[src/rtl/cigr_defines.vh]
// register indices, field positions, reset values and timing for the config bank
`ifndef CIGR_DEFINES_VH
`define CIGR_DEFINES_VH

// ----------------------------------------------------------------
// configuration index values
// ----------------------------------------------------------------
`define CIGR_IDX_IRQ1_MODE 8'h29
`define CIGR_IDX_IRQ_MAP23 8'h2A
`define CIGR_IDX_FIR_BASE 8'h2B
`define CIGR_IDX_FIR_DMA 8'h2C
`define CIGR_IDX_TIMEOUT 8'h2D
`define CIGR_IDX_SS_A 8'h2E
`define CIGR_IDX_SS_B 8'h2F
`define CIGR_IDX_RT_BASE 8'h30
`define CIGR_IDX_GP_DIR1 8'h31
`define CIGR_IDX_GP_POL1 8'h32
`define CIGR_IDX_GP_DIR2 8'h33
`define CIGR_IDX_GP_POL2 8'h34
`define CIGR_IDX_GP_DIR3 8'h35
`define CIGR_IDX_GP_POL3 8'h36

// ----------------------------------------------------------------
// reset values
// ----------------------------------------------------------------
`define CIGR_RST_IRQ1_MODE 8'h80
`define CIGR_RST_IRQ_MAP23 8'h00
`define CIGR_RST_FIR_BASE 8'h00
`define CIGR_RST_FIR_DMA 8'h0F
`define CIGR_RST_TIMEOUT 8'h03
`define CIGR_RST_SS 8'h00
`define CIGR_RST_RT_BASE 8'h00
`define CIGR_RST_GPIO 8'h00
`define CIGR_RST_INDEX 8'h00

// ----------------------------------------------------------------
// writable-bit masks
// ----------------------------------------------------------------
`define CIGR_WM_IRQ1_MODE 8'h9F
`define CIGR_WM_FIR_DMA 8'h0F
`define CIGR_WM_RT_BASE 8'hFE
`define CIGR_WM_GP_DIR2 8'h0F
`define CIGR_WM_GP_POL2 8'h2F
`define CIGR_WM_FULL 8'hFF

// ----------------------------------------------------------------
// field positions and codes
// ----------------------------------------------------------------
`define CIGR_BIT_ROUTE_SEL 4
`define CIGR_BIT_SIRQ_EN 7
`define CIGR_BIT_WAKE_POL 5
`define CIGR_DMA_NONE 4'hF
`define CIGR_DMA_LAST 4'h3

// ----------------------------------------------------------------
// timing
// ----------------------------------------------------------------
`define CIGR_CLK_PERIOD_NS 25
`define CIGR_TO_UNIT_NS 100000

`endif

[src/rtl/cigr_irq_route.v]
// routes one synchronised interrupt input onto a 16-line irq vector
`timescale 1ns/1ps
`default_nettype none
module cigr_irq_route (
  input wire irq_level, // synchronised input level
  input wire [3:0] irq_sel, // irq number, 0 = no output
  output reg [15:0] irq_vec // one-hot routed request
);
  always @* begin
    irq_vec = 16'h0000;
    if (irq_sel != 4'h0) begin
      irq_vec[irq_sel] = irq_level;
    end
  end
endmodule // cigr_irq_route
`default_nettype wire

[src/rtl/cigr_gpio_bank.v]
// direction and polarity pin logic for one 8-bit gpio group
`timescale 1ns/1ps
`default_nettype none
module cigr_gpio_bank (
  input wire clk, // system clock
  input wire stby_reset, // standby-supply reset, active high
  input wire [7:0] pin_in, // pin levels, asynchronous
  input wire [7:0] dir, // direction register
  input wire [7:0] pol, // polarity register
  input wire [7:0] core_out, // value the logic drives
  output reg [7:0] pin_out, // pin drive value
  output reg [7:0] pin_oe, // pin output enable
  output reg [7:0] core_in // pin value seen by the logic
);
  reg [7:0] meta_reg;
  reg [7:0] sync_reg;

  always @(posedge clk or posedge stby_reset) begin
    if (stby_reset) begin
      meta_reg <= 8'h00;
      sync_reg <= 8'h00;
      pin_out <= 8'h00;
      pin_oe <= 8'h00;
      core_in <= 8'h00;
    end else begin
      meta_reg <= pin_in;
      sync_reg <= meta_reg;
      pin_oe <= dir;
      pin_out <= core_out ^ pol;
      core_in <= sync_reg ^ pol;
    end
  end
endmodule // cigr_gpio_bank
`default_nettype wire

[src/rtl/cigr_regs.v]
// configuration register bank: irq routing, infrared, runtime base, gpio
`timescale 1ns/1ps
`default_nettype none
`include "cigr_defines.vh"
module cigr_regs (
  input wire clk, // 40 MHz system clock
  input wire reset, // main-supply reset, async, active high
  input wire stby_reset, // standby-supply reset, async, active high
  input wire config_mode, // device is in configuration state
  input wire cfg_index_wr, // pulse: write config index
  input wire cfg_data_wr, // pulse: write indexed register
  input wire cfg_data_rd, // pulse: read indexed register
  input wire [7:0] cfg_wdata, // write data for index or register
  output reg [7:0] cfg_rdata, // read data
  output reg cfg_rvalid, // pulse: cfg_rdata valid
  input wire io_valid, // pulse: host io cycle address valid
  input wire [15:0] io_addr, // host io address
  output reg fir_hit, // pulse: io cycle hits infrared engine
  output reg [2:0] fir_reg_sel, // register within the engine
  output reg rt_hit, // pulse: io cycle hits runtime block
  output reg [4:0] rt_offset, // offset within runtime block
  output reg wake_status_sel, // pulse: runtime offset zero
  input wire ext_irq_input_one, // external interrupt pin one
  input wire ext_irq_input_two, // external interrupt pin two
  input wire ext_irq_input_three, // external interrupt pin three
  output reg [15:0] irq_out, // routed irq lines, bit 0 unused
  output reg ir_receive_route_select, // 1 = third receive input
  output reg serial_irq_clock_run_enable, // serial irq and clock run on
  input wire fir_dma_req, // dma request from infrared engine
  output reg [3:0] dma_request_output, // dma request drive values
  output reg [3:0] dma_request_output_oe, // dma request enables
  input wire ir_to_wr, // pulse: engine io write of timeout
  input wire [7:0] ir_to_wdata, // engine timeout write data
  input wire ir_soft_reset, // engine software reset
  input wire ir_ss_wr_a, // pulse: engine write of soft select a
  input wire ir_ss_wr_b, // pulse: engine write of soft select b
  input wire [7:0] ir_ss_wdata, // engine soft select write data
  output wire [7:0] ir_timeout_val, // shared timeout value
  output wire [7:0] ir_ss_a, // shared soft select a
  output wire [7:0] ir_ss_b, // shared soft select b
  input wire ta_start, // pulse: start turnaround delay
  output reg ta_busy, // turnaround delay running
  input wire [7:0] gp1_in, // group one pins in
  output wire [7:0] gp1_out, // group one pin drive
  output wire [7:0] gp1_oe, // group one pin enable
  input wire [7:0] gp1_core_out, // group one logic value out
  output wire [7:0] gp1_core_in, // group one logic value in
  input wire [7:0] gp2_in, // group two pins in
  output wire [7:0] gp2_out, // group two pin drive
  output wire [7:0] gp2_oe, // group two pin enable
  input wire [7:0] gp2_core_out, // group two logic value out
  output wire [7:0] gp2_core_in, // group two logic value in
  input wire [7:0] gp3_in, // group three pins in
  output wire [7:0] gp3_out, // group three pin drive
  output wire [7:0] gp3_oe, // group three pin enable
  input wire [7:0] gp3_core_out, // group three logic value out
  output wire [7:0] gp3_core_in, // group three logic value in
  input wire wake_event, // wake event asserted by logic
  output reg wake_event_output_pin // wake pin drive
);

  // ----------------------------------------------------------------
  // timing
  // ----------------------------------------------------------------
  localparam integer TO_UNIT_CYC_I = `CIGR_TO_UNIT_NS / `CIGR_CLK_PERIOD_NS;
  localparam [11:0] TO_UNIT_CYC = TO_UNIT_CYC_I[11:0];

  // ----------------------------------------------------------------
  // storage
  // ----------------------------------------------------------------
  reg [7:0] index_reg;
  reg [7:0] mode_reg;
  reg [7:0] map23_reg;
  reg [7:0] fir_base_reg;
  reg [7:0] dma_sel_reg;
  reg [7:0] timeout_reg;
  reg [7:0] ss_a_reg;
  reg [7:0] ss_b_reg;
  reg [7:0] rt_base_reg;
  reg [7:0] dir1_reg;
  reg [7:0] pol1_reg;
  reg [7:0] dir2_reg;
  reg [7:0] pol2_reg;
  reg [7:0] dir3_reg;
  reg [7:0] pol3_reg;
  reg [7:0] rdata_next;
  reg [2:0] irq1_sync_reg;
  reg [2:0] irq2_sync_reg;
  wire [15:0] vec1;
  wire [15:0] vec2;
  wire [15:0] vec3;
  wire cfg_wr;
  wire fir_enabled;
  wire rt_enabled;
  reg [11:0] tick_cnt_reg;
  reg [7:0] unit_cnt_reg;

  assign cfg_wr = config_mode & cfg_data_wr;
  assign ir_timeout_val = timeout_reg;
  assign ir_ss_a = ss_a_reg;
  assign ir_ss_b = ss_b_reg;

  // ----------------------------------------------------------------
  // config index
  // ----------------------------------------------------------------
  always @(posedge clk or posedge reset) begin
    if (reset) begin
      index_reg <= `CIGR_RST_INDEX;
    end else if (config_mode && cfg_index_wr) begin
      index_reg <= cfg_wdata;
    end
  end

  // ----------------------------------------------------------------
  // main-supply registers
  // ----------------------------------------------------------------
  always @(posedge clk or posedge reset) begin
    if (reset) begin
      mode_reg <= `CIGR_RST_IRQ1_MODE;
      map23_reg <= `CIGR_RST_IRQ_MAP23;
      fir_base_reg <= `CIGR_RST_FIR_BASE;
      dma_sel_reg <= `CIGR_RST_FIR_DMA;
      rt_base_reg <= `CIGR_RST_RT_BASE;
    end else if (cfg_wr) begin
      case (index_reg)
        `CIGR_IDX_IRQ1_MODE: begin
          mode_reg <= cfg_wdata & `CIGR_WM_IRQ1_MODE;
        end
        `CIGR_IDX_IRQ_MAP23: begin
          map23_reg <= cfg_wdata;
        end
        `CIGR_IDX_FIR_BASE: begin
          fir_base_reg <= cfg_wdata;
        end
        `CIGR_IDX_FIR_DMA: begin
          dma_sel_reg <= cfg_wdata & `CIGR_WM_FIR_DMA;
        end
        `CIGR_IDX_RT_BASE: begin
          rt_base_reg <= cfg_wdata & `CIGR_WM_RT_BASE;
        end
        default: begin
          mode_reg <= mode_reg;
        end
      endcase
    end
  end

  // ----------------------------------------------------------------
  // registers shared with the infrared engine
  // ----------------------------------------------------------------
  // the engine soft reset is deliberately not wired in here: the shared
  // values only follow explicit writes and power-on reset
  always @(posedge clk or posedge reset) begin
    if (reset) begin
      timeout_reg <= `CIGR_RST_TIMEOUT;
      ss_a_reg <= `CIGR_RST_SS;
      ss_b_reg <= `CIGR_RST_SS;
    end else begin
      // engine write wins a same-cycle collision with the config path
      if (ir_to_wr) begin
        timeout_reg <= ir_to_wdata;
      end else if (cfg_wr && index_reg == `CIGR_IDX_TIMEOUT) begin
        timeout_reg <= cfg_wdata;
      end
      if (ir_ss_wr_a) begin
        ss_a_reg <= ir_ss_wdata;
      end else if (cfg_wr && index_reg == `CIGR_IDX_SS_A) begin
        ss_a_reg <= cfg_wdata;
      end
      if (ir_ss_wr_b) begin
        ss_b_reg <= ir_ss_wdata;
      end else if (cfg_wr && index_reg == `CIGR_IDX_SS_B) begin
        ss_b_reg <= cfg_wdata;
      end
    end
  end

  // ----------------------------------------------------------------
  // standby-supply gpio registers
  // ----------------------------------------------------------------
  always @(posedge clk or posedge stby_reset) begin
    if (stby_reset) begin
      dir1_reg <= `CIGR_RST_GPIO;
      pol1_reg <= `CIGR_RST_GPIO;
      dir2_reg <= `CIGR_RST_GPIO;
      pol2_reg <= `CIGR_RST_GPIO;
      dir3_reg <= `CIGR_RST_GPIO;
      pol3_reg <= `CIGR_RST_GPIO;
    end else if (cfg_wr) begin
      case (index_reg)
        `CIGR_IDX_GP_DIR1: begin
          dir1_reg <= cfg_wdata & `CIGR_WM_FULL;
        end
        `CIGR_IDX_GP_POL1: begin
          pol1_reg <= cfg_wdata & `CIGR_WM_FULL;
        end
        `CIGR_IDX_GP_DIR2: begin
          dir2_reg <= cfg_wdata & `CIGR_WM_GP_DIR2;
        end
        `CIGR_IDX_GP_POL2: begin
          pol2_reg <= cfg_wdata & `CIGR_WM_GP_POL2;
        end
        `CIGR_IDX_GP_DIR3: begin
          dir3_reg <= cfg_wdata & `CIGR_WM_FULL;
        end
        `CIGR_IDX_GP_POL3: begin
          pol3_reg <= cfg_wdata & `CIGR_WM_FULL;
        end
        default: begin
          dir1_reg <= dir1_reg;
        end
      endcase
    end
  end

  // ----------------------------------------------------------------
  // read back
  // ----------------------------------------------------------------
  always @* begin
    case (index_reg)
      `CIGR_IDX_IRQ1_MODE: rdata_next = mode_reg;
      `CIGR_IDX_IRQ_MAP23: rdata_next = map23_reg;
      `CIGR_IDX_FIR_BASE: rdata_next = fir_base_reg;
      `CIGR_IDX_FIR_DMA: rdata_next = dma_sel_reg;
      `CIGR_IDX_TIMEOUT: rdata_next = timeout_reg;
      `CIGR_IDX_SS_A: rdata_next = ss_a_reg;
      `CIGR_IDX_SS_B: rdata_next = ss_b_reg;
      `CIGR_IDX_RT_BASE: rdata_next = rt_base_reg;
      `CIGR_IDX_GP_DIR1: rdata_next = dir1_reg;
      `CIGR_IDX_GP_POL1: rdata_next = pol1_reg;
      `CIGR_IDX_GP_DIR2: rdata_next = dir2_reg;
      `CIGR_IDX_GP_POL2: rdata_next = pol2_reg;
      `CIGR_IDX_GP_DIR3: rdata_next = dir3_reg;
      `CIGR_IDX_GP_POL3: rdata_next = pol3_reg;
      default: rdata_next = 8'h00;
    endcase
  end

  always @(posedge clk or posedge reset) begin
    if (reset) begin
      cfg_rdata <= 8'h00;
      cfg_rvalid <= 1'b0;
    end else begin
      cfg_rvalid <= cfg_data_rd;
      if (cfg_data_rd) begin
        // outside the configuration state a read answers zero
        cfg_rdata <= config_mode ? rdata_next : 8'h00;
      end
    end
  end

  // ----------------------------------------------------------------
  // io address decode
  // ----------------------------------------------------------------
  assign fir_enabled = (fir_base_reg[7:5] != 3'h0);
  assign rt_enabled = (rt_base_reg[7:4] != 4'h0);

  // decode uses the registers as they stand, so a write is seen from the
  // io cycle after it completes
  always @(posedge clk or posedge reset) begin
    if (reset) begin
      fir_hit <= 1'b0;
      fir_reg_sel <= 3'h0;
      rt_hit <= 1'b0;
      rt_offset <= 5'h00;
      wake_status_sel <= 1'b0;
    end else begin
      fir_hit <= io_valid && fir_enabled && (io_addr[15:11] == 5'h00)
                 && (io_addr[10:3] == fir_base_reg);
      fir_reg_sel <= io_addr[2:0];
      rt_hit <= io_valid && rt_enabled && (io_addr[15:12] == 4'h0)
                && (io_addr[11:5] == rt_base_reg[7:1]);
      rt_offset <= io_addr[4:0];
      wake_status_sel <= io_valid && rt_enabled && (io_addr[15:12] == 4'h0)
                         && (io_addr[11:5] == rt_base_reg[7:1])
                         && (io_addr[4:0] == 5'h00);
    end
  end

  // ----------------------------------------------------------------
  // irq routing
  // ----------------------------------------------------------------
  // pins are asynchronous: two flops each, only the second stage is read
  always @(posedge clk or posedge reset) begin
    if (reset) begin
      irq1_sync_reg <= 3'h0;
      irq2_sync_reg <= 3'h0;
    end else begin
      irq1_sync_reg <= {ext_irq_input_three, ext_irq_input_two,
                        ext_irq_input_one};
      irq2_sync_reg <= irq1_sync_reg;
    end
  end

  cigr_irq_route u_route1 (
    .irq_level(irq2_sync_reg[0]),
    .irq_sel(mode_reg[3:0]),
    .irq_vec(vec1)
  );

  cigr_irq_route u_route2 (
    .irq_level(irq2_sync_reg[1]),
    .irq_sel(map23_reg[3:0]),
    .irq_vec(vec2)
  );

  cigr_irq_route u_route3 (
    .irq_level(irq2_sync_reg[2]),
    .irq_sel(map23_reg[7:4]),
    .irq_vec(vec3)
  );

  // ----------------------------------------------------------------
  // mode outputs, dma and wake pin
  // ----------------------------------------------------------------
  always @(posedge clk or posedge reset) begin
    if (reset) begin
      irq_out <= 16'h0000;
      ir_receive_route_select <= 1'b0;
      serial_irq_clock_run_enable <= 1'b1;
      dma_request_output <= 4'h0;
      dma_request_output_oe <= 4'h0;
    end else begin
      // sharing one irq number between inputs is a software error; the
      // lines simply or together here
      irq_out <= vec1 | vec2 | vec3;
      ir_receive_route_select <= mode_reg[`CIGR_BIT_ROUTE_SEL];
      serial_irq_clock_run_enable <= mode_reg[`CIGR_BIT_SIRQ_EN];
      dma_request_output <= 4'h0;
      dma_request_output_oe <= 4'h0;
      if (dma_sel_reg[3:0] <= `CIGR_DMA_LAST) begin
        dma_request_output[dma_sel_reg[1:0]] <= fir_dma_req;
        dma_request_output_oe[dma_sel_reg[1:0]] <= 1'b1;
      end
    end
  end

  always @(posedge clk or posedge stby_reset) begin
    if (stby_reset) begin
      wake_event_output_pin <= 1'b1;
    end else begin
      // non-inverted polarity drives the pin low while the event is on
      wake_event_output_pin <= ~(wake_event ^ pol2_reg[`CIGR_BIT_WAKE_POL]);
    end
  end

  // ----------------------------------------------------------------
  // half-duplex turnaround delay
  // ----------------------------------------------------------------
  // a value of zero gives no delay at all: ta_busy never rises
  always @(posedge clk or posedge reset) begin
    if (reset) begin
      ta_busy <= 1'b0;
      tick_cnt_reg <= 12'h000;
      unit_cnt_reg <= 8'h00;
    end else if (ta_start) begin
      ta_busy <= (timeout_reg != 8'h00);
      tick_cnt_reg <= 12'h000;
      unit_cnt_reg <= timeout_reg;
    end else if (ta_busy) begin
      if (tick_cnt_reg == TO_UNIT_CYC - 12'h001) begin
        tick_cnt_reg <= 12'h000;
        unit_cnt_reg <= unit_cnt_reg - 8'h01;
        if (unit_cnt_reg == 8'h01) begin
          ta_busy <= 1'b0;
        end
      end else begin
        tick_cnt_reg <= tick_cnt_reg + 12'h001;
      end
    end
  end

  // ----------------------------------------------------------------
  // gpio groups
  // ----------------------------------------------------------------
  cigr_gpio_bank u_gp1 (
    .clk(clk),
    .stby_reset(stby_reset),
    .pin_in(gp1_in),
    .dir(dir1_reg),
    .pol(pol1_reg),
    .core_out(gp1_core_out),
    .pin_out(gp1_out),
    .pin_oe(gp1_oe),
    .core_in(gp1_core_in)
  );

  cigr_gpio_bank u_gp2 (
    .clk(clk),
    .stby_reset(stby_reset),
    .pin_in(gp2_in),
    .dir(dir2_reg),
    .pol(pol2_reg),
    .core_out(gp2_core_out),
    .pin_out(gp2_out),
    .pin_oe(gp2_oe),
    .core_in(gp2_core_in)
  );

  cigr_gpio_bank u_gp3 (
    .clk(clk),
    .stby_reset(stby_reset),
    .pin_in(gp3_in),
    .dir(dir3_reg),
    .pol(pol3_reg),
    .core_out(gp3_core_out),
    .pin_out(gp3_out),
    .pin_oe(gp3_oe),
    .core_in(gp3_core_in)
  );

endmodule // cigr_regs
`default_nettype wire

[config.mk]
export PLATFORM = sky130hd
export DESIGN_NAME = cigr_regs
export DESIGN_NICKNAME = d
export VERILOG_FILES = /design/src/rtl/cigr_irq_route.v /design/src/rtl/cigr_gpio_bank.v /design/src/rtl/cigr_regs.v
export VERILOG_INCLUDE_DIRS = /design/src /design/src/rtl
export SDC_FILE = /design/constraint.sdc
export NUM_CORES = 1
export LEC_CHECK = 0
export ABC_AREA = 0
export BUFFER_PORTS_ARGS = -buffer_cell sky130_fd_sc_hd__buf_2
export CAP_MARGIN = 0
export CORE_MARGIN = 10
export CORE_UTILIZATION = 55
export CTS_CLUSTER_DIAMETER = 60
export CTS_CLUSTER_SIZE = 28
export DETAILED_ROUTE_END_ITERATION = 12
export GPL_ROUTABILITY_DRIVEN = 0
export PLACE_DENSITY = 0.83
export SYNTH_ARGS = -nofsm -noshare
export SYNTH_HDL_FRONTEND = slang
export SYNTH_SLANG_ARGS = --single-unit
export TNS_END_PERCENT = 100
[constraint.sdc]
create_clock -name clk -period 7.65 [get_ports clk]
set_input_delay 0 -clock clk [delete_from_list [all_inputs] [get_ports clk]]
set_output_delay 0 -clock clk [all_outputs]
set_load 0.03 [all_outputs]
==> flow_metrics.tcl <==
set metrics [dict create \
    status "completed" \
    p_per_area_nw_per_um2 237 \
    ant_nets 0 \
    rsz0062_at_grt "no" \
    p_clk_share_pct 36.9 \
    p_leak_uw 0.00751 \
    worst_pin_slew_ns 1.25 \
    layout_common_cells "dfrtp_1, buf_2, dlygate4sd3_1" \
    drc 0 \
    die-area_um2 27700 \
    core_area_um2 21100 \
    slew_viol_final 0 \
    syn2layout_area_growth_pct 29.2 \
    worstPathArrival_ns 3.74 \
    slew_headroom_pct 16.4 \
    hold_viol_final 0 \
    grt_pass1_wl_um 54400 \
    htreeDepth 1 \
    vdd_drop_max_mv 0.224 \
    drive_gt1_share_pct 29.5 \
    period_share_pct 42.8 \
    p_seq_share_pct 48.3 \
    switching_share_pct 30.1 \
    drt_iter0_drc 1142 \
    cts_tree "done" \
    final_common_cell "dfrtp_1" \
    synth_edf_count 0 \
    die_w_um 166 \
    switching_power_uw 1090 \
    post-cts-setup-buffers 0 \
    clk_path_buf_depth 3 \
    yosys_warnings 0 \
    synth-seq-cells 293 \
    async_flop_share_pct 100 \
    endpoint_kind "register" \
    portBuffers 244 \
    synth_seq_area_share_pct 62.3 \
    ys.flop_type "dfrtp_1" \
    overflow 0 \
    clock-sinks 293 \
    cts_buffers 22 \
    fmax_ghz 0.305 \
    finalSetupViolCount 0 \
    post-route-min-period_ns 3.28 \
    vias 9125 \
    grt_start_max_net_pins 84 \
    power_frac_comb_pct 14.8 \
    synth_cell_type_count 71 \
    wl_um 35000 \
    dp_hpwl_um 22700 \
    crit_path_max_fanout 20 \
    ios 250 \
    wl_per_cell_um 22.5 \
    cts_resized 0 \
    via_per_inst 5.85 \
    crit_chain "buf_4 -> nand2b_1 -> nor2_1 -> nand2_1 -> mux2i_1 -> o21ai_0 -> dlygate4sd3_1" \
    drt-pass1-iter-count 6 \
    slowest_delay_ns 0.70 \
    skew_ns 0.0244 \
    first_global_vias 9836 \
    nets 1376 \
    hp-class "input port to register" \
    grt.total_usage_pct 24.2 \
    critPathRequiredTime_ns 8.11 \
    antenna_found_initial 1 \
    num_rows 53 \
    clock_latency_ns 0.53 \
    crit_path_top_delay_cell "dfrtp_1" \
    initial_utilization_pct 55.9 \
    syn-cell-area_um2 11800 \
    fillerInstances 1366 \
    internal_power_uw 2520 \
    start_kind "register" \
    placed_cell_area_um2 13200 \
    clock-root-buffer "clkbuf_16" \
    crit_type "register to register" \
    die-height_um 166 \
    largest_reg_flops 16 \
    synth_area_per_cell_um2 12.8 \
    setup-tns-final_ns 0 \
    fin_area_um2 15200 \
    drv_cap 0 \
    cts.clk_slew.worst_paths_ns 0.09 \
    netlist_instances 920 \
]
final timing paths:
kind / cells past startpoint / endpoint / slack (ns) / start
setup / recovery: 7 / ir_timeout_val[2] / 4.37 / index_reg[0]
hold / removal: 3 / ir_ss_a[3] / 0.02 / cfg_wdata[3]
max in group asynchronous: 4 / rt_base_reg[4] / 6.07 / reset
min in group asynchronous: 3 / u_gp1.meta_reg[4] / 0.11 / stby_reset
setup reg to reg: 7 / ir_timeout_val[2] / 4.37 / index_reg[0]
hold reg to reg: 0 / irq2_sync_reg[1] / 0.35 / irq1_sync_reg[1]
area by class of cell:
class,count,area [µm²],share of cell area (%)
flip-flops and latches,293,7340,48.2
inverters,16,67.6,0.443
well taps,275,344,2.26
clock inverters,16,283,1.86
diodes,1,2.50,0.0164
repair buffers,367,2440,16.0
multi-input cells,567,4180,27.4
clock buffers,24,579,3.80
routing by layer:
metal  global-route usage (%)  routed length, µm
met5                        0                  0
met4                     10.2               1800
met3                     7.67               3630
met2                     41.0              17200
met1                     27.8              12400
logic make-up after synthesis:
logic type | Yosys count | share of synthesized area, %
xor+xnor | 73 | 5.42
fa+ha+maj | 3 | 0.318
flops | 293 | 62.3
other cells | 1 | 0.0318
simple gates | 248 | 11.1
mux | 123 | 11.8
buf+inv | 64 | 2.45
compound gates | 115 | 6.69
worst max-delay path, delay by kind of cell (launching register included):
kind	cells	cell delay [ns]
AOI/OAI and AO/OA	1	0.25
DFF	1	0.70
buffers and inverters	2	0.97
and+or+nand+nor	3	1.07
muxes	1	0.22
stage by stage:
stage	hold slack, ns	util, %	setup WS, ns	power (µW)	instances
floorplan	0.0314	-	3.39	2060	924
global route	0.00669	72.2	4.25	3730	1559
CTS	0.00786	72.2	4.63	3600	1558
detailed placement	0.109	62.6	4.81	2240	1401
finish	0.0174	72.2	4.37	3610	1559
global placement	0.107	62.6	4.87	2220	1401
what timing repair did:
item / in CTS / in global routing
endpoints found under the setup margin: 0 / 0
hold buffers: 117 / 0
hold endpoints to repair: 280 / 0
synthesized netlist by cell type, drive strengths merged, types with 7 or more instances:
cell type | number | area (µm²)
nor2 | 40 | 153
buf | 26 | 146
inv | 16 | 60.1
dfstp | 9 | 236
nor2b | 15 | 96.3
xnor2 | 21 | 184
nand3 | 33 | 170
clkbuf | 22 | 82.6
mux2 | 87 | 980
xor2 | 52 | 455
nand2b | 9 | 56.3
nor4 | 8 | 71.3
nand4 | 7 | 43.8
nand2 | 87 | 339
nor3b | 7 | 57.6
mux2i | 32 | 320
a22oi | 17 | 128
and3 | 11 | 68.8
o21ai | 44 | 220
nor3 | 17 | 135
dfrtp | 284 | 7110
power by group through the flow:
| stage | clock, µW | sequential (µW) | combinational [µW] |
|---|---|---|---|
| 6_report | 1330 | 1740 | 536 |
| 5_1_grt | 1400 | 1750 | 572 |
| 4_1_cts | 1340 | 1740 | 523 |
| 3_5_place_dp | 0 | 1770 | 470 |
| 3_3_place_gp | 0 | 1760 | 459 |
| 2_1_floorplan | 0 | 1850 | 216 |
Note: power is estimated with default switching activity, not from simulation.
